**config.mk**
```make
export PLATFORM = sky130hd
export DESIGN_NAME = mmst_top
export DESIGN_NICKNAME = d
export VERILOG_FILES = /design/src/rtl/mmst_pkg.sv /design/src/rtl/mmst_top.sv
export VERILOG_INCLUDE_DIRS = /design/src /design/src/rtl
export SDC_FILE = /design/constraint.sdc
export NUM_CORES = 1
export LEC_CHECK = 0
export ABC_AREA = 0
export BUFFER_PORTS_ARGS = -buffer_cell sky130_fd_sc_hd__buf_2
export CAP_MARGIN = 20
export CORE_MARGIN = 2
export CORE_UTILIZATION = 55
export CTS_BUF_LIST = sky130_fd_sc_hd__clkbuf_4
export CTS_CLUSTER_SIZE = 8
export DETAILED_ROUTE_END_ITERATION = 10
export PLACE_DENSITY = 0.77
export SKIP_CTS_REPAIR_TIMING = 1
export SLEW_MARGIN = 10
export SYNTH_ARGS = -nofsm -noshare
export SYNTH_HDL_FRONTEND = slang
export SYNTH_SLANG_ARGS = --single-unit
export TNS_END_PERCENT = 1
```
**constraint.sdc**
```tcl
create_clock -name pclk -period 4.6 [get_ports pclk]
set_clock_uncertainty 0.15 [all_clocks]
set_input_delay 0.46 -clock pclk [delete_from_list [all_inputs] [get_ports pclk]]
set_output_delay 0.46 -clock pclk [all_outputs]
set_load 0.05 [all_outputs]
```
**src/rtl/mmst_consts.svh**
```systemverilog
`ifndef MMST_CONSTS_SVH
`define MMST_CONSTS_SVH
// Operation
// - low-power entry completes within 500 ms
// - transmitter off within 100 ms of disable
// - transmitter on within 400 ms of enable
// - warm start reaches path active within 180 s
// - cold start reaches path active within 200 s
// - wavelength change with turn-up within 50 s
// - receiver up 10 s after loss, 200 s cold
// - management init finishes within 2000 ms
// - interrupt asserts within 200 ms of event
// - flag read clears; interrupt releases within 500 us
// - signal loss sets flag, interrupt within 100 ms
// - any flag and interrupt within 1 s
// - mask gates interrupt within 100 ms both ways
// - receive squelch follows input loss within 500 ms
// - receive output disable acts within 500 ms
// - squelch disable acts within 500 ms
// - power-up state lasts at most 180 s
// - advertised path init maximum 10 to 60 s
// - advertised path deinit maximum 1 to 5 s
// - advertised tx on/off maxima in range
// - valid receive signal 8 s after loss clears

// ----------------------------------------------------------------
// clock and timebase
// ----------------------------------------------------------------
`define MMST_CLK_MHZ        100
`define MMST_TICK_US        1000
`define MMST_RST_MIN_US     10

// ----------------------------------------------------------------
// state durations, tx ramp and rx lock times in ms ticks
// ----------------------------------------------------------------
`define MMST_MGMT_INIT_MS   16'd1000
`define MMST_PWR_UP_MS      16'd1000
`define MMST_PATH_INIT_MS   16'd10000
`define MMST_PATH_DEINIT_MS 16'd1000
`define MMST_TX_ON_MS       16'd300
`define MMST_TX_OFF_MS      16'd10
`define MMST_TUNE_MS        16'd5000
`define MMST_PWR_DN_MS      16'd400
`define MMST_TX_RAMP_MS     16'd300
`define MMST_RX_LOCK_MS     16'd2000

// ----------------------------------------------------------------
// advertised maxima: init s, deinit s, tx on 10 ms units, tx off ms
// ----------------------------------------------------------------
`define MMST_ADV_INIT_S     8'd60
`define MMST_ADV_DEINIT_S   8'd5
`define MMST_ADV_TXON_10MS  8'd100
`define MMST_ADV_TXOFF_MS   8'd50

// ----------------------------------------------------------------
// register map
// ----------------------------------------------------------------
`define MMST_OFF_STATUS     8'h00
`define MMST_OFF_FLAGS      8'h04
`define MMST_OFF_MASK       8'h08
`define MMST_OFF_CTRL       8'h0C
`define MMST_OFF_CHANNEL    8'h10
`define MMST_OFF_ADV        8'h14
`define MMST_RST_MASK       4'h0
`define MMST_RST_CTRL       6'h00
`define MMST_RST_CHANNEL    8'h00
`define MMST_FLG_RECEIVE_SIGNAL_LOSS     0
`define MMST_FLG_TX_FAULT   1
`define MMST_FLG_STATE_CHG  2
`define MMST_FLG_TX_LOS     3
`endif

```
**src/rtl/mmst_pkg.sv**
```systemverilog
package mmst_pkg;

   // gray codes along power-up path, except the two-bit ST_MGMT_INIT to ST_PWR_UP step
   typedef enum logic [3:0] {
      ST_MGMT_INIT   = 4'h0,
      ST_LOW_PWR     = 4'h1,
      ST_PWR_UP      = 4'h3,
      ST_PATH_INIT   = 4'h2,
      ST_TX_ON       = 4'h6,
      ST_ACTIVE      = 4'h7,
      ST_TX_OFF      = 4'h5,
      ST_PATH_DEINIT = 4'h4,
      ST_PATH_OFF    = 4'hC,
      ST_TUNE        = 4'hD,
      ST_PWR_DN      = 4'hF
   } mmst_state_e;

   typedef struct packed {
      logic path_deinit;
      logic tx_squelch_dis;
      logic rx_squelch_dis;
      logic rx_out_dis;
      logic tx_disable;
      logic forced_lowpower_ctrl;
   } mmst_ctrl_s;

   typedef logic [3:0]  mmst_flag_t;
   typedef logic [15:0] mmst_ms_t;

endpackage

```
**src/rtl/mmst_top.sv**
```systemverilog
`include "mmst_consts.svh"

module mmst_top #(
   parameter int MS_CYCLES = `MMST_CLK_MHZ * `MMST_TICK_US
) (
   input  wire logic               pclk,
   input  wire logic               presetn,
   input  wire logic               psel,
   input  wire logic               penable,
   input  wire logic               pwrite,
   input  wire logic [7:0]         paddr,
   input  wire logic [31:0]        pwdata,
   output logic      [31:0]        prdata,
   output logic                    pready,
   output logic                    pslverr,
   input  wire logic               lowpower_request_pin_n,
   input  wire logic               module_rst_pin_n,
   input  wire logic               receive_signal_loss_in,
   input  wire logic               tx_fault_in,
   input  wire logic               tx_los_in,
   output logic                    irq_out_low,
   output logic                    tx_optical_en,
   output logic                    rx_out_en,
   output logic                    reset_state_flag,
   output logic                    lowpower_state_flag,
   output mmst_pkg::mmst_state_e   lane_state
);
   import mmst_pkg::*;

   localparam int RST_MIN_CYC = `MMST_RST_MIN_US * `MMST_CLK_MHZ;

   // ----------------------------------------------------------------
   // pin synchronisers
   // ----------------------------------------------------------------
   logic [4:0] sync1_r;
   logic [4:0] sync2_r;
   always_ff @(posedge pclk or negedge presetn) begin
      if (!presetn) begin
         sync1_r <= 5'h1F;
         sync2_r <= 5'h1F;
      end else begin
         sync1_r <= {tx_los_in, tx_fault_in, receive_signal_loss_in, module_rst_pin_n,
                     lowpower_request_pin_n};
         sync2_r <= sync1_r;
      end
   end
   wire lp_pin_s    = ~sync2_r[0];
   wire rst_pin_s   = ~sync2_r[1];
   wire receive_signal_loss_s    = sync2_r[2];
   wire tx_fault_s  = sync2_r[3];
   wire tx_los_s    = sync2_r[4];

   logic [2:0] cond_d_r;
   always_ff @(posedge pclk or negedge presetn) begin
      if (!presetn) cond_d_r <= 3'b111;
      else          cond_d_r <= {tx_los_s, tx_fault_s, receive_signal_loss_s};
   end

   // ----------------------------------------------------------------
   // millisecond tick
   // ----------------------------------------------------------------
   logic [16:0] div_r;
   wire         tick = (div_r == 17'(MS_CYCLES - 1));
   always_ff @(posedge pclk or negedge presetn) begin
      if (!presetn)  div_r <= 17'h0_0000;
      else if (tick) div_r <= 17'h0_0000;
      else           div_r <= div_r + 17'h0_0001;
   end

   // ----------------------------------------------------------------
   // module reset pin filter
   // ----------------------------------------------------------------
   // glitches shorter than the minimum pulse do not reset the module
   logic [9:0] rst_cnt_r;
   wire        mod_rst = (rst_cnt_r == 10'(RST_MIN_CYC));
   always_ff @(posedge pclk or negedge presetn) begin
      if (!presetn)        rst_cnt_r <= 10'h000;
      else if (!rst_pin_s) rst_cnt_r <= 10'h000;
      else if (!mod_rst)   rst_cnt_r <= rst_cnt_r + 10'h001;
   end

   // ----------------------------------------------------------------
   // register bus
   // ----------------------------------------------------------------
   mmst_ctrl_s  ctrl_r;
   mmst_flag_t  flag_r;
   mmst_flag_t  mask_r;
   logic [7:0]  chan_r;
   logic        tune_pend_r;
   mmst_state_e state_r;
   mmst_state_e state_nxt;
   logic        rx_valid;

   wire acc      = psel & penable;
   wire wr_acc   = acc & pwrite;
   wire rd_acc   = acc & ~pwrite;
   wire hit_stat = (paddr == `MMST_OFF_STATUS);
   wire hit_flag = (paddr == `MMST_OFF_FLAGS);
   wire hit_mask = (paddr == `MMST_OFF_MASK);
   wire hit_ctrl = (paddr == `MMST_OFF_CTRL);
   wire hit_chan = (paddr == `MMST_OFF_CHANNEL);
   wire hit_adv  = (paddr == `MMST_OFF_ADV);
   wire hit_any  = hit_stat | hit_flag | hit_mask | hit_ctrl | hit_chan | hit_adv;
   wire flag_rd  = rd_acc & hit_flag;
   wire chan_wr  = wr_acc & hit_chan;

   wire [31:0] stat_word = {24'h00_0000, rx_valid, tx_optical_en,
                            lowpower_state_flag, reset_state_flag, state_r};
   wire [31:0] adv_word  = {`MMST_ADV_TXOFF_MS, `MMST_ADV_TXON_10MS,
                            `MMST_ADV_DEINIT_S, `MMST_ADV_INIT_S};

   assign pready  = 1'b1;
   assign pslverr = acc & ~hit_any;
   assign prdata  = !rd_acc  ? 32'h0000_0000 :
                    hit_stat ? stat_word :
                    hit_flag ? {28'h000_0000, flag_r} :
                    hit_mask ? {28'h000_0000, mask_r} :
                    hit_ctrl ? {26'h000_0000, ctrl_r} :
                    hit_chan ? {24'h00_0000, chan_r} :
                    hit_adv  ? adv_word : 32'h0000_0000;

   always_ff @(posedge pclk or negedge presetn) begin
      if (!presetn) begin
         ctrl_r <= `MMST_RST_CTRL;
         mask_r <= `MMST_RST_MASK;
         chan_r <= `MMST_RST_CHANNEL;
      end else if (wr_acc) begin
         if (hit_ctrl) ctrl_r <= pwdata[5:0];
         if (hit_mask) mask_r <= pwdata[3:0];
         if (hit_chan) chan_r <= pwdata[7:0];
      end
   end

   // ----------------------------------------------------------------
   // latched flags and interrupt
   // ----------------------------------------------------------------
   wire        state_chg = (state_nxt != state_r);
   mmst_flag_t flag_ev;
   assign flag_ev[`MMST_FLG_RECEIVE_SIGNAL_LOSS]    = receive_signal_loss_s & ~cond_d_r[0];
   assign flag_ev[`MMST_FLG_TX_FAULT]  = tx_fault_s & ~cond_d_r[1];
   assign flag_ev[`MMST_FLG_STATE_CHG] = state_chg;
   assign flag_ev[`MMST_FLG_TX_LOS]    = tx_los_s & ~cond_d_r[2];

   // a set in the read cycle survives the clear
   wire mmst_flag_t flag_nxt = (flag_r & ~{4{flag_rd}}) | flag_ev;
   wire             irq_nxt  = |(flag_nxt & ~mask_r);

   always_ff @(posedge pclk or negedge presetn) begin
      if (!presetn) begin
         flag_r      <= 4'h0;
         irq_out_low <= 1'b1;
      end else begin
         flag_r      <= flag_nxt;
         irq_out_low <= ~irq_nxt;
      end
   end

   // ----------------------------------------------------------------
   // module and lane path state machine
   // ----------------------------------------------------------------
   function automatic mmst_ms_t state_dur(input mmst_state_e s);
      unique case (s)
         ST_MGMT_INIT:   state_dur = `MMST_MGMT_INIT_MS;
         ST_PWR_UP:      state_dur = `MMST_PWR_UP_MS;
         ST_PATH_INIT:   state_dur = `MMST_PATH_INIT_MS;
         ST_TX_ON:       state_dur = `MMST_TX_ON_MS;
         ST_TX_OFF:      state_dur = `MMST_TX_OFF_MS;
         ST_TUNE:        state_dur = `MMST_TUNE_MS;
         ST_PATH_DEINIT: state_dur = `MMST_PATH_DEINIT_MS;
         ST_PWR_DN:      state_dur = `MMST_PWR_DN_MS;
         default:        state_dur = 16'h0000;
      endcase
   endfunction

   mmst_ms_t timer_r;
   wire      [15:0] dur  = state_dur(state_r);
   wire      done        = tick & (dur != 16'h0000) & (timer_r == dur - 16'h0001);
   wire      lp_req      = lp_pin_s | ctrl_r.forced_lowpower_ctrl;
   wire      high_pwr    = (state_r != ST_MGMT_INIT) & (state_r != ST_LOW_PWR) &
                           (state_r != ST_PWR_DN);

   always_comb begin
      state_nxt = state_r;
      unique case (state_r)
         ST_MGMT_INIT:   if (done) state_nxt = lp_req ? ST_LOW_PWR : ST_PWR_UP;
         ST_LOW_PWR:     if (!lp_req) state_nxt = ST_PWR_UP;
         ST_PWR_UP:      if (done) state_nxt = ST_PATH_INIT;
         ST_PATH_INIT:   if (done) state_nxt = ST_TX_ON;
         ST_TX_ON:       if (done) state_nxt = ST_ACTIVE;
         ST_ACTIVE:      if (ctrl_r.path_deinit | tune_pend_r) state_nxt = ST_TX_OFF;
         ST_TX_OFF:      if (done) state_nxt = tune_pend_r ? ST_TUNE : ST_PATH_DEINIT;
         ST_TUNE:        if (done) state_nxt = ST_TX_ON;
         ST_PATH_DEINIT: if (done) state_nxt = ST_PATH_OFF;
         ST_PATH_OFF:    if (!ctrl_r.path_deinit) state_nxt = ST_PATH_INIT;
         ST_PWR_DN:      if (done) state_nxt = ST_LOW_PWR;
         default:        state_nxt = ST_MGMT_INIT;
      endcase
      if (high_pwr && lp_req) state_nxt = ST_PWR_DN;
      if (mod_rst) state_nxt = ST_MGMT_INIT;
   end

   always_ff @(posedge pclk or negedge presetn) begin
      if (!presetn) begin
         state_r <= ST_MGMT_INIT;
         timer_r <= 16'h0000;
      end else begin
         state_r <= state_nxt;
         if (state_chg || mod_rst)                timer_r <= 16'h0000;
         else if (tick && timer_r != 16'hFFFF)    timer_r <= timer_r + 16'h0001;
      end
   end

   // a channel write during turn-up is served once the path is active
   always_ff @(posedge pclk or negedge presetn) begin
      if (!presetn)                 tune_pend_r <= 1'b0;
      else if (chan_wr)             tune_pend_r <= 1'b1;
      else if (state_nxt == ST_TUNE) tune_pend_r <= 1'b0;
   end

   assign lane_state          = state_r;
   assign reset_state_flag    = (state_r == ST_MGMT_INIT);
   assign lowpower_state_flag = (state_r == ST_LOW_PWR);

   // ----------------------------------------------------------------
   // transmit enable
   // ----------------------------------------------------------------
   mmst_ms_t tx_cnt_r;
   wire tx_allow = (state_r == ST_ACTIVE) & ~ctrl_r.tx_disable &
                   (ctrl_r.tx_squelch_dis | ~tx_los_s);
   wire tx_ramped = (tx_cnt_r == `MMST_TX_RAMP_MS);
   always_ff @(posedge pclk or negedge presetn) begin
      if (!presetn) begin
         tx_cnt_r      <= 16'h0000;
         tx_optical_en <= 1'b0;
      end else begin
         if (!tx_allow)              tx_cnt_r <= 16'h0000;
         else if (tick && !tx_ramped) tx_cnt_r <= tx_cnt_r + 16'h0001;
         tx_optical_en <= tx_allow & tx_ramped;
      end
   end

   // ----------------------------------------------------------------
   // receive output
   // ----------------------------------------------------------------
   mmst_ms_t rx_cnt_r;
   wire rx_cond = (state_r == ST_ACTIVE) & ~receive_signal_loss_s;
   assign rx_valid = (rx_cnt_r == `MMST_RX_LOCK_MS);
   always_ff @(posedge pclk or negedge presetn) begin
      if (!presetn) begin
         rx_cnt_r  <= 16'h0000;
         rx_out_en <= 1'b0;
      end else begin
         if (!rx_cond)               rx_cnt_r <= 16'h0000;
         else if (tick && !rx_valid) rx_cnt_r <= rx_cnt_r + 16'h0001;
         rx_out_en <= ~ctrl_r.rx_out_dis & (state_r == ST_ACTIVE) &
                      (ctrl_r.rx_squelch_dis | rx_valid);
      end
   end
endmodule

```
==> results.yml, run 1 <==
run_status:
  outcome: "finished, final reports clean"
finish:
  fillers: 1069
  fin_nets: 881
  area_growth_pct: 9.74
  layout-drive-gt1-share_pct: 18.7
  regArea_um2: 2970
  layoutNonFillerInstCount: 1002
  multi_input_area_um2: 3680
sta:
  finalCritPeriodShare_pct: 90.1
  timing_hold_violations_final: 0
  report.final.slew_viol_count: 0
  slew_headroom_pct: 27.9
  setup_viol: 0
  rsz0062_at_grt: "no"
  finalSetupTns_ns: 0
  min_period_ns: 4.14
  worst_slew_pin_slew_ns: 1.07
  fmax_ghz: 0.241
  hold_ws_ns: 0.00773
pwr:
  leakagePower_nw: 3.32
  max-vdd-ir-drop_mv: 0.255
  power_density_nw_per_um2: 248
setup_path:
  slowest_delay_ns: 0.59
  arrival_ns: 4.42
  ff2ff_path_depth: 13
  crit_chain: "inv_1 -> ha_1 -> nor2b_1 -> a211oi_1 -> a2111oi_0 -> a2111oi_2 -> xnor2_1 -> nor3_1 -> a221oi_2 -> a21oi_2 -> o211ai_4 -> buf_4 -> nor2_1"
  path_class: "reg -> reg"
  cp-end-kind: "flip-flop"
  critPathSlowestCell: "a211oi_1"
  reg2reg_to: "timer_r[3]"
  critPathRequiredTime_ns: 4.88
  rrSetupSlack_ns: 0.46
  crit_path_max_fanout: 16
  regToRegStartpoint: "lane_state[1]"
  setup.worst_path.start_class: "flip-flop"
min_path:
  min_from: "pwdata[1]"
  min_path_type: "in -> reg"
  min_to: "ctrl_r[1]"
  whs_path_depth: 3
global_routing:
  antenna_found_initial: 1
  grt.overflow.total: 0
  grt_pass1_wl_um: 26300
  first_global_vias: 5487
  grt_usage_pct: 24.5
  grt_max_degree: 72
place:
  port_buffers: 51
  dp_hpwl_um: 11500
  dp.cells: 959
  place_congestion: 0.931
flow_run:
  maxCapViolCount: 0
cts:
  cts_buffers: 17
  clk_path_buf_depth: 2
  h-tree-depth: 4
  clkLatencyLatePin_ns: 0.55
  cts_sinks: 118
  cts_root_buf: "clkbuf_4"
  cts_tree: "yes"
  clk_transition_reported_paths_ns: 0.13
floorplanning:
  rows: 41
  core_area_um2: 12500
  die-area_um2: 13700
  start_util_pct: 56.1
  die_w_um: 117
  dieHeight_um: 117
  ios: 93
route:
  wl_um: 16100
  viasPerCell: 5.75
  ant_nets: 0
  drtIter0Drc: 392
  vias: 5764
  drc: 0
  drtPass1Iterations: 8
  routedWlPerCell_um: 16.0
synthesis:
  syn-cell-area_um2: 7020
  yosysUniqueCellTypes: 74
  synthFlopType: "dfrtp_1"
  synth.top_cell.area_share_pct: 37.1
  synth-async-reset-ratio_pct: 100
  synthesis.yosys.warnings: 0
  ys_top_cells_by_area: "dfrtp_1 37%, dfstp_2 5.2%, xor2_1 4.6%, xnor2_1 4.0%, nand2_1 3.9%"
  yosysTopAreaCell: "dfrtp_1"
  yosysSeqAreaShare_pct: 42.3
  synth_cells: 763
  synth_edf_count: 0
  synth_seq_cells: 118
  avgSynthCellArea_um2: 9.20
logic make-up after synthesis:
kind of cell | Yosys count | synth area share, %
adder cells (fa/ha/maj) | 15 | 2.67
other | 2 | 0.107
multiplexers | 23 | 3.98
flip-flops | 118 | 42.3
AND/OR/NAND/NOR | 320 | 23.2
AO/OA/AOI/OAI | 134 | 12.7
buffers and inverters | 81 | 6.01
XOR/XNOR | 70 | 8.93
cells in the mapped netlist (all sizes together), types with 3 or more instances:
cell    number
a221oi       5
nor2        83
a211oi       6
dfstp       14
dfrtp      104
and2         6
xor2        37
nor3        20
xnor2       32
o31ai        3
and3        17
nand2b       9
or3         14
clkbuf      17
o211ai       4
or3b         3
nand3       37
and3b        3
nor2b       12
a21oi       40
nand4       22
a31oi        5
mux2        19
or2          3
nand2       72
inv         27
nor3b        3
a21o         6
nor4         3
ha          15
buf         37
a22oi        6
nor4b        5
o22ai        3
o21ai       36
metal layers:
metal / wire length [um] / GRT usage, % / up-vias / part of all wire [%]
li1: - / - / 2752 / -
met1: 7170 / 33.6 / 2781 / 45
met2: 7630 / 37.3 / 205 / 48
met3: 971 / 5.77 / 26 / 6.0
met4: 284 / 10.7 / 0 / 1.8
met5: 0 / 0 / - / 0
layout make-up:
type,count,area share (%)
Inverter,27,1.32
Timing Repair Buffer,73,5.82
Clock buffer,17,1.66
Multi-Input combinational cell,579,47.8
Sequential cell,118,38.6
Clock inverter,15,2.00
Antenna cell,1,0.0325
Tap cell,172,2.79
placed cells by master (no fill, tap or decap), types with 9 or more instances in the layout:
cell             n
nand2_1         72
conb_1          17
nand3_1         37
ha_1            15
dfstp_2         14
buf_4           13
clkbuf_4        17
or3_1           14
xor2_1          37
mux2_2          18
dfrtp_1        104
buf_2           50
nor2_1          72
o21ai_0         32
xnor2_1         32
a21oi_1         37
and3_1          16
nor2b_1         12
nor3_1          20
nand4_1         22
nand2b_1         9
nor2_2          11
inv_1           25
dlygate4sd3_1   10
where the power goes:
part	internal, mW	switching (mW)
clock network	0.321	0.427
registers	1.05	0.00807
logic	0.0259	0.0748
worst max-delay path: cells and delay by family (launching register included):
kind            cells  cell delay, ns
buf+inv             2            0.43
compound gates      6            1.98
simple gates        3            0.38
flops               1            0.52
fa+ha+maj           1            0.34
xor+xnor            1            0.21
worst max-delay path by stage:
stage	end	cells past startpoint	slack [ns]	from
detailed placement	timer_r[3]	13	0.51	lane_state[1]
global placement	timer_r[4]	13	0.64	lane_state[1]
floorplan	timer_r[13]	14	0.47	lane_state[0]
global route	timer_r[3]	13	0.15	lane_state[1]
finish	timer_r[3]	13	0.46	lane_state[1]
CTS	timer_r[3]	13	0.48	lane_state[1]
registers in the layout, summed over array words and instances, names as in the netlist:
register,count
cond_d_r,3
div_r,17
timer_r,16
irq_out_low,1
rx_out_en,1
tune_pend_r,1
sync1_r,5
sync2_r,5
chan_r,8
tx_optical_en,1
rst_cnt_r,10
mask_r,4
flag_r,4
lane_state,4
tx_cnt_r,16
rx_cnt_r,16
ctrl_r,6
metrics by stage:
stage	util, %	setup WS (ns)	power (mW)	instance area [um2]
6_report	61.5	0.455	1.91	7700
5_1_grt	61.5	0.149	1.98	7700
4_1_cts	60.7	0.477	1.92	7600
3_5_place_dp	58.4	0.511	1.17	7320
3_3_place_gp	58.4	0.642	1.17	7320
2_1_floorplan	-	0.470	1.14	7070
No activity file was read; power rests on OpenSTA's default activity.
==> run 2, diff against run 1 <==
Settings changed: BUFFER_PORTS_ARGS -buffer_cell sky130_fd_sc_hd__buf_2 to -buffer_cell sky130_fd_sc_hd__buf_4, CORE_MARGIN 2 to 5, SKIP_LAST_GASP set to 1.
==> run 2 against run 1 <==
  * Non-clock buffer count up 5
  * Worst setup slack got worse by 0.070 ns
  * Count of clock-buffer cells in the layout unchanged
  * Maximum frequency fell by 1.7%
==> results.yml, run 2 (synthesized netlist as in run 1, its figures left out) <==
run_status:
  outcome: "finished, final reports clean"
place:
  placed_area_um2: 7450
  dp_hpwl_um: 11400
  port_buffers: 51
  place_congestion: 0.912
  dp.cells: 960
finish:
  multi_input_area_um2: 3680
  regMostFlops: "div_r"
  largest_reg_flops: 17
  area_growth_pct: 12.9
  fillers: 1055
  diodes: 0
  fin_nets: 886
  layout-drive-gt1-share_pct: 18.7
  mostFrequentLayoutCell: "dfrtp_1"
  layoutNonFillerInstCount: 1006
  regArea_um2: 2970
  design_area_um2: 7920
  postLayoutCoreUtil_pct: 63.0
  final_cell_mix: "104 x dfrtp_1, 72 x nand2_1, 72 x nor2_1, 64 x buf_4"
pwr:
  pwr-share-seq_pct: 52.5
  pwr-share-clk_pct: 42.1
  sw_frac_of_total_pct: 24.8
  leakagePower_nw: 3.39
  power.internal_mw: 1.52
  switchingPower_mw: 0.502
  comb_power_share_pct: 5.4
  power_density_nw_per_um2: 255
  max-vdd-ir-drop_mv: 0.181
cts:
  clk_transition_reported_paths_ns: 0.12
  clkLatencyLatePin_ns: 0.54
  h-tree-depth: 4
  cts_buffers: 17
  cts_root_buf: "clkbuf_4"
  cts_sinks: 118
  clk_path_buf_depth: 2
  cts_tree: "yes"
route:
  routed.top_layer: "met4"
  drt-met1-wl_um: 6690
  ant_nets: 0
  wl_met3_um: 909
  viasPerCell: 5.80
  met2_length_um: 7860
  drtIter0Drc: 406
  drtPass1Iterations: 7
  vias: 5830
  wl_um: 15800
  drc: 0
  routedWlPerCell_um: 15.7
global_routing:
  antenna_found_initial: 0
  grt_usage_pct: 21.5
  first_global_vias: 5675
  grt_max_degree: 49
  grt.overflow.total: 0
  grt_pass1_wl_um: 26000
min_path:
  min_path_type: "reg -> reg"
setup_path:
  critPathRequiredTime_ns: 4.87
  crit_path_max_fanout: 16
  arrival_ns: 4.48
  cp-end-kind: "flip-flop"
  setup.worst_path.start_class: "flip-flop"
  path_class: "reg -> reg"
sta:
  setup_viol: 0
  finalSetupTns_ns: 0
  slew_headroom_pct: 31.3
  worst_slew_pin_slew_ns: 1.02
  fmax_ghz: 0.237
  finalCritPeriodShare_pct: 91.6
  min_period_ns: 4.22
  hold_ws_ns: 0.194
  timing_hold_violations_final: 0
  rsz0062_at_grt: "no"
  report.final.slew_viol_count: 0
floorplanning:
  core_area_um2: 12600
  die-area_um2: 15100
  ios: 93
  start_util_pct: 55.8
  dieHeight_um: 123
  rows: 41
  die_w_um: 123
flow_run:
  maxCapViolCount: 0
run 2: power by group through the flow:
stage          Sequential, mW  Clock (mW)  Combinational, mW
2_1_floorplan            1.08           0             0.0674
3_3_place_gp             1.08           0             0.0988
3_5_place_dp             1.08           0              0.101
4_1_cts                  1.06       0.866              0.101
5_1_grt                  1.06       0.921              0.121
6_report                 1.06       0.852              0.110
run 2: critical path: stages, from the launching register on:
cell and delay [ns]:
dfrtp_1 0.65, inv_1 0.15, ha_1 0.35, nor2b_1 0.20, a211oi_1 0.56, a2111oi_0 0.20
a2111oi_2 0.48, xnor2_1 0.21, nor3_1 0.10, a221oi_2 0.38, a21oi_2 0.13, o211ai_4 0.18
buf_4 0.27, nor2_1 0.08
run 2: worst paths after layout:
check | start | slack (ns) | endpoint | depth (start not counted)
max | lane_state[0] | 0.38 | timer_r[3] | 13
min | sync1_r[2] | 0.19 | sync2_r[2] | 0
max reg2reg | lane_state[0] | 0.38 | timer_r[3] | 13
min reg2reg | sync1_r[2] | 0.19 | sync2_r[2] | 0
max in group asynchronous | presetn | 3.12 | rst_cnt_r[5] | 3
min in group asynchronous | presetn | 0.23 | div_r[15] | 2
run 2: area by class of cell:
type,instances,share of cell area [%]
flip-flops and latches,118,37.5
multi-input cells,579,46.5
inverters,27,1.28
clock buffers,17,1.61
well taps,172,2.72
repair buffers,78,7.84
clock inverters,15,2.58
run 2: layer usage:
layer | vias to the layer above | track usage, %
li1 | 2751 | -
met1 | 2840 | 26.6
met2 | 198 | 36.4
met3 | 41 | 5.90
met4 | 0 | 7.35
met5 | - | 0
run 2: through the flow:
stage	worst slack, ns	power [mW]
after floorplan	0.470	1.14
after global placement	0.607	1.18
after detailed placement	0.476	1.18
after CTS	0.417	2.03
after global routing	0.140	2.11
final	0.385	2.02
==> run 3, diff against run 2 <==
Settings changed: CORE_ASPECT_RATIO set to 1.25.
==> run 3 against run 2 <==
  * Sequential share of layout area grew 0.47 points
  * Hold slack worse by 0.15 ns
  * Register-to-register slack worse by 0.11 ns
==> results.yml, run 3 (synthesized netlist as in run 1, its figures left out) <==
run_status:
  outcome: "finished, final reports clean"
place:
  place_congestion: 0.922
  dp.cells: 954
  dp_hpwl_um: 11600
  port_buffers: 51
cts:
  cts_root_buf: "clkbuf_4"
  cts_buffers: 17
  clk_transition_reported_paths_ns: 0.11
  cts_tree: "yes"
  clk_path_buf_depth: 2
  h-tree-depth: 4
  clkLatencyLatePin_ns: 0.53
  cts_sinks: 118
floorplanning:
  core_area_um2: 12600
  dieHeight_um: 136
  die_w_um: 111
  die-area_um2: 15100
  ios: 93
  start_util_pct: 55.7
  rows: 46
global_routing:
  grt_max_degree: 92
  grt_usage_pct: 21.2
  grt_pass1_wl_um: 26500
  antenna_found_initial: 0
  first_global_vias: 5672
  grt.overflow.total: 0
sta:
  finalCritPeriodShare_pct: 94.0
  finalSetupTns_ns: 0
  worst_slew_pin_slew_ns: 0.803
  timing_hold_violations_final: 0
  rsz0062_at_grt: "no"
  slew_headroom_pct: 46.5
  fmax_ghz: 0.231
  min_period_ns: 4.32
  setup_viol: 0
  report.final.slew_viol_count: 0
finish:
  postLayoutCoreUtil_pct: 62.1
  diodes: 0
  largest_reg_flops: 17
  final_cell_mix: "104 x dfrtp_1, 72 x nand2_1, 72 x nor2_1, 61 x buf_4"
  layout-drive-gt1-share_pct: 18.6
  fin_nets: 883
  area_growth_pct: 11.5
  fillers: 1043
  regMostFlops: "div_r"
  layoutNonFillerInstCount: 998
  mostFrequentLayoutCell: "dfrtp_1"
setup_path:
  arrival_ns: 4.57
  setup.worst_path.start_class: "flip-flop"
  crit_path_max_fanout: 16
  cp-end-kind: "flip-flop"
  regToRegStartpoint: "lane_state[0]"
  critPathRequiredTime_ns: 4.85
  critPathLaunch: "lane_state[0]"
  path_class: "reg -> reg"
route:
  drc: 0
  drtIter0Drc: 420
  vias: 5841
  routedWlPerCell_um: 16.0
  drtPass1Iterations: 5
  wl_um: 15900
  ant_nets: 0
  viasPerCell: 5.85
pwr:
  leakagePower_nw: 3.35
  power_density_nw_per_um2: 240
  max-vdd-ir-drop_mv: 0.227
flow_run:
  maxCapViolCount: 0
min_path:
  min_path_type: "in -> reg"
  min_from: "pwdata[3]"
-- run 3: cell count changes in the layout (fill, tap and decap cells not counted) --
| cell | previous run | this run |
|---|---|---|
| buf_4 | 64 | 61 |
| buf_6 | 0 | 1 |
| bufinv_16 | 4 | 2 |
| clkbuf_2 | 0 | 1 |
| clkinv_2 | 1 | 5 |
| clkinv_4 | 4 | 3 |
| dlygate4sd3_1 | 14 | 12 |
| inv_6 | 2 | 0 |
-- run 3: final cells by class --
| type | count | area, um2 | area share [%] |
|---|---|---|---|
| Inverter | 27 | 101 | 1.30 |
| Timing Repair Buffer | 75 | 594 | 7.60 |
| Tap cell | 168 | 210 | 2.69 |
| Sequential cell | 118 | 2970 | 38.0 |
| Clock inverter | 14 | 138 | 1.76 |
| Multi-Input combinational cell | 579 | 3680 | 47.1 |
| Clock buffer | 17 | 128 | 1.63 |
-- run 3: final timing paths --
path | endpoint | slack (ns) | depth (start not counted)
max in group asynchronous | sync2_r[1] | 2.97 | 3
min in group asynchronous | div_r[0] | 0.40 | 2
setup reg to reg | timer_r[2] | 0.28 | 12
hold reg to reg | cond_d_r[2] | 0.21 | 0
setup / recovery | timer_r[2] | 0.28 | 12
hold / removal | mask_r[3] | 0.04 | 2
-- run 3: critical path, cell delays in order (launching register included) --
cell and delay, ns:
dfrtp_1 0.66, ha_1 0.57, nor3b_1 0.14, a211oi_1 0.62, a2111oi_0 0.21, a2111oi_2 0.46, xnor2_1 0.22, nor3_1 0.11
a221oi_2 0.37, a21oi_2 0.12, o211ai_4 0.19, buf_4 0.27, nor2_1 0.08
-- run 3: layer usage --
metal  GRT usage [%]  part of all wire, %
met3            4.32                  4.0
met1            24.9                   41
met4            9.67                  2.4
met2            37.5                   53
met5               0                    0
-- run 3: report_power, final --
part / internal, mW / leakage (nW) / total [mW] / switching (mW)
Clock: 0.314 / 0.140 / 0.711 / 0.398
Combinational: 0.0332 / 1.67 / 0.109 / 0.0753
Sequential: 1.05 / 1.55 / 1.06 / 0.00826
-- run 3: through the flow --
stage          area (um2)  total power [mW]  setup slack [ns]  hold WS [ns]
3_5_place_dp         7430              1.18             0.411         0.197
6_report             7820              1.88             0.277        0.0450
3_3_place_gp         7430              1.18             0.570         0.196
2_1_floorplan        7070              1.14             0.470        0.0144
4_1_cts              7690              1.89             0.353        -0.158
5_1_grt              7820              1.96            0.0683      0.000233
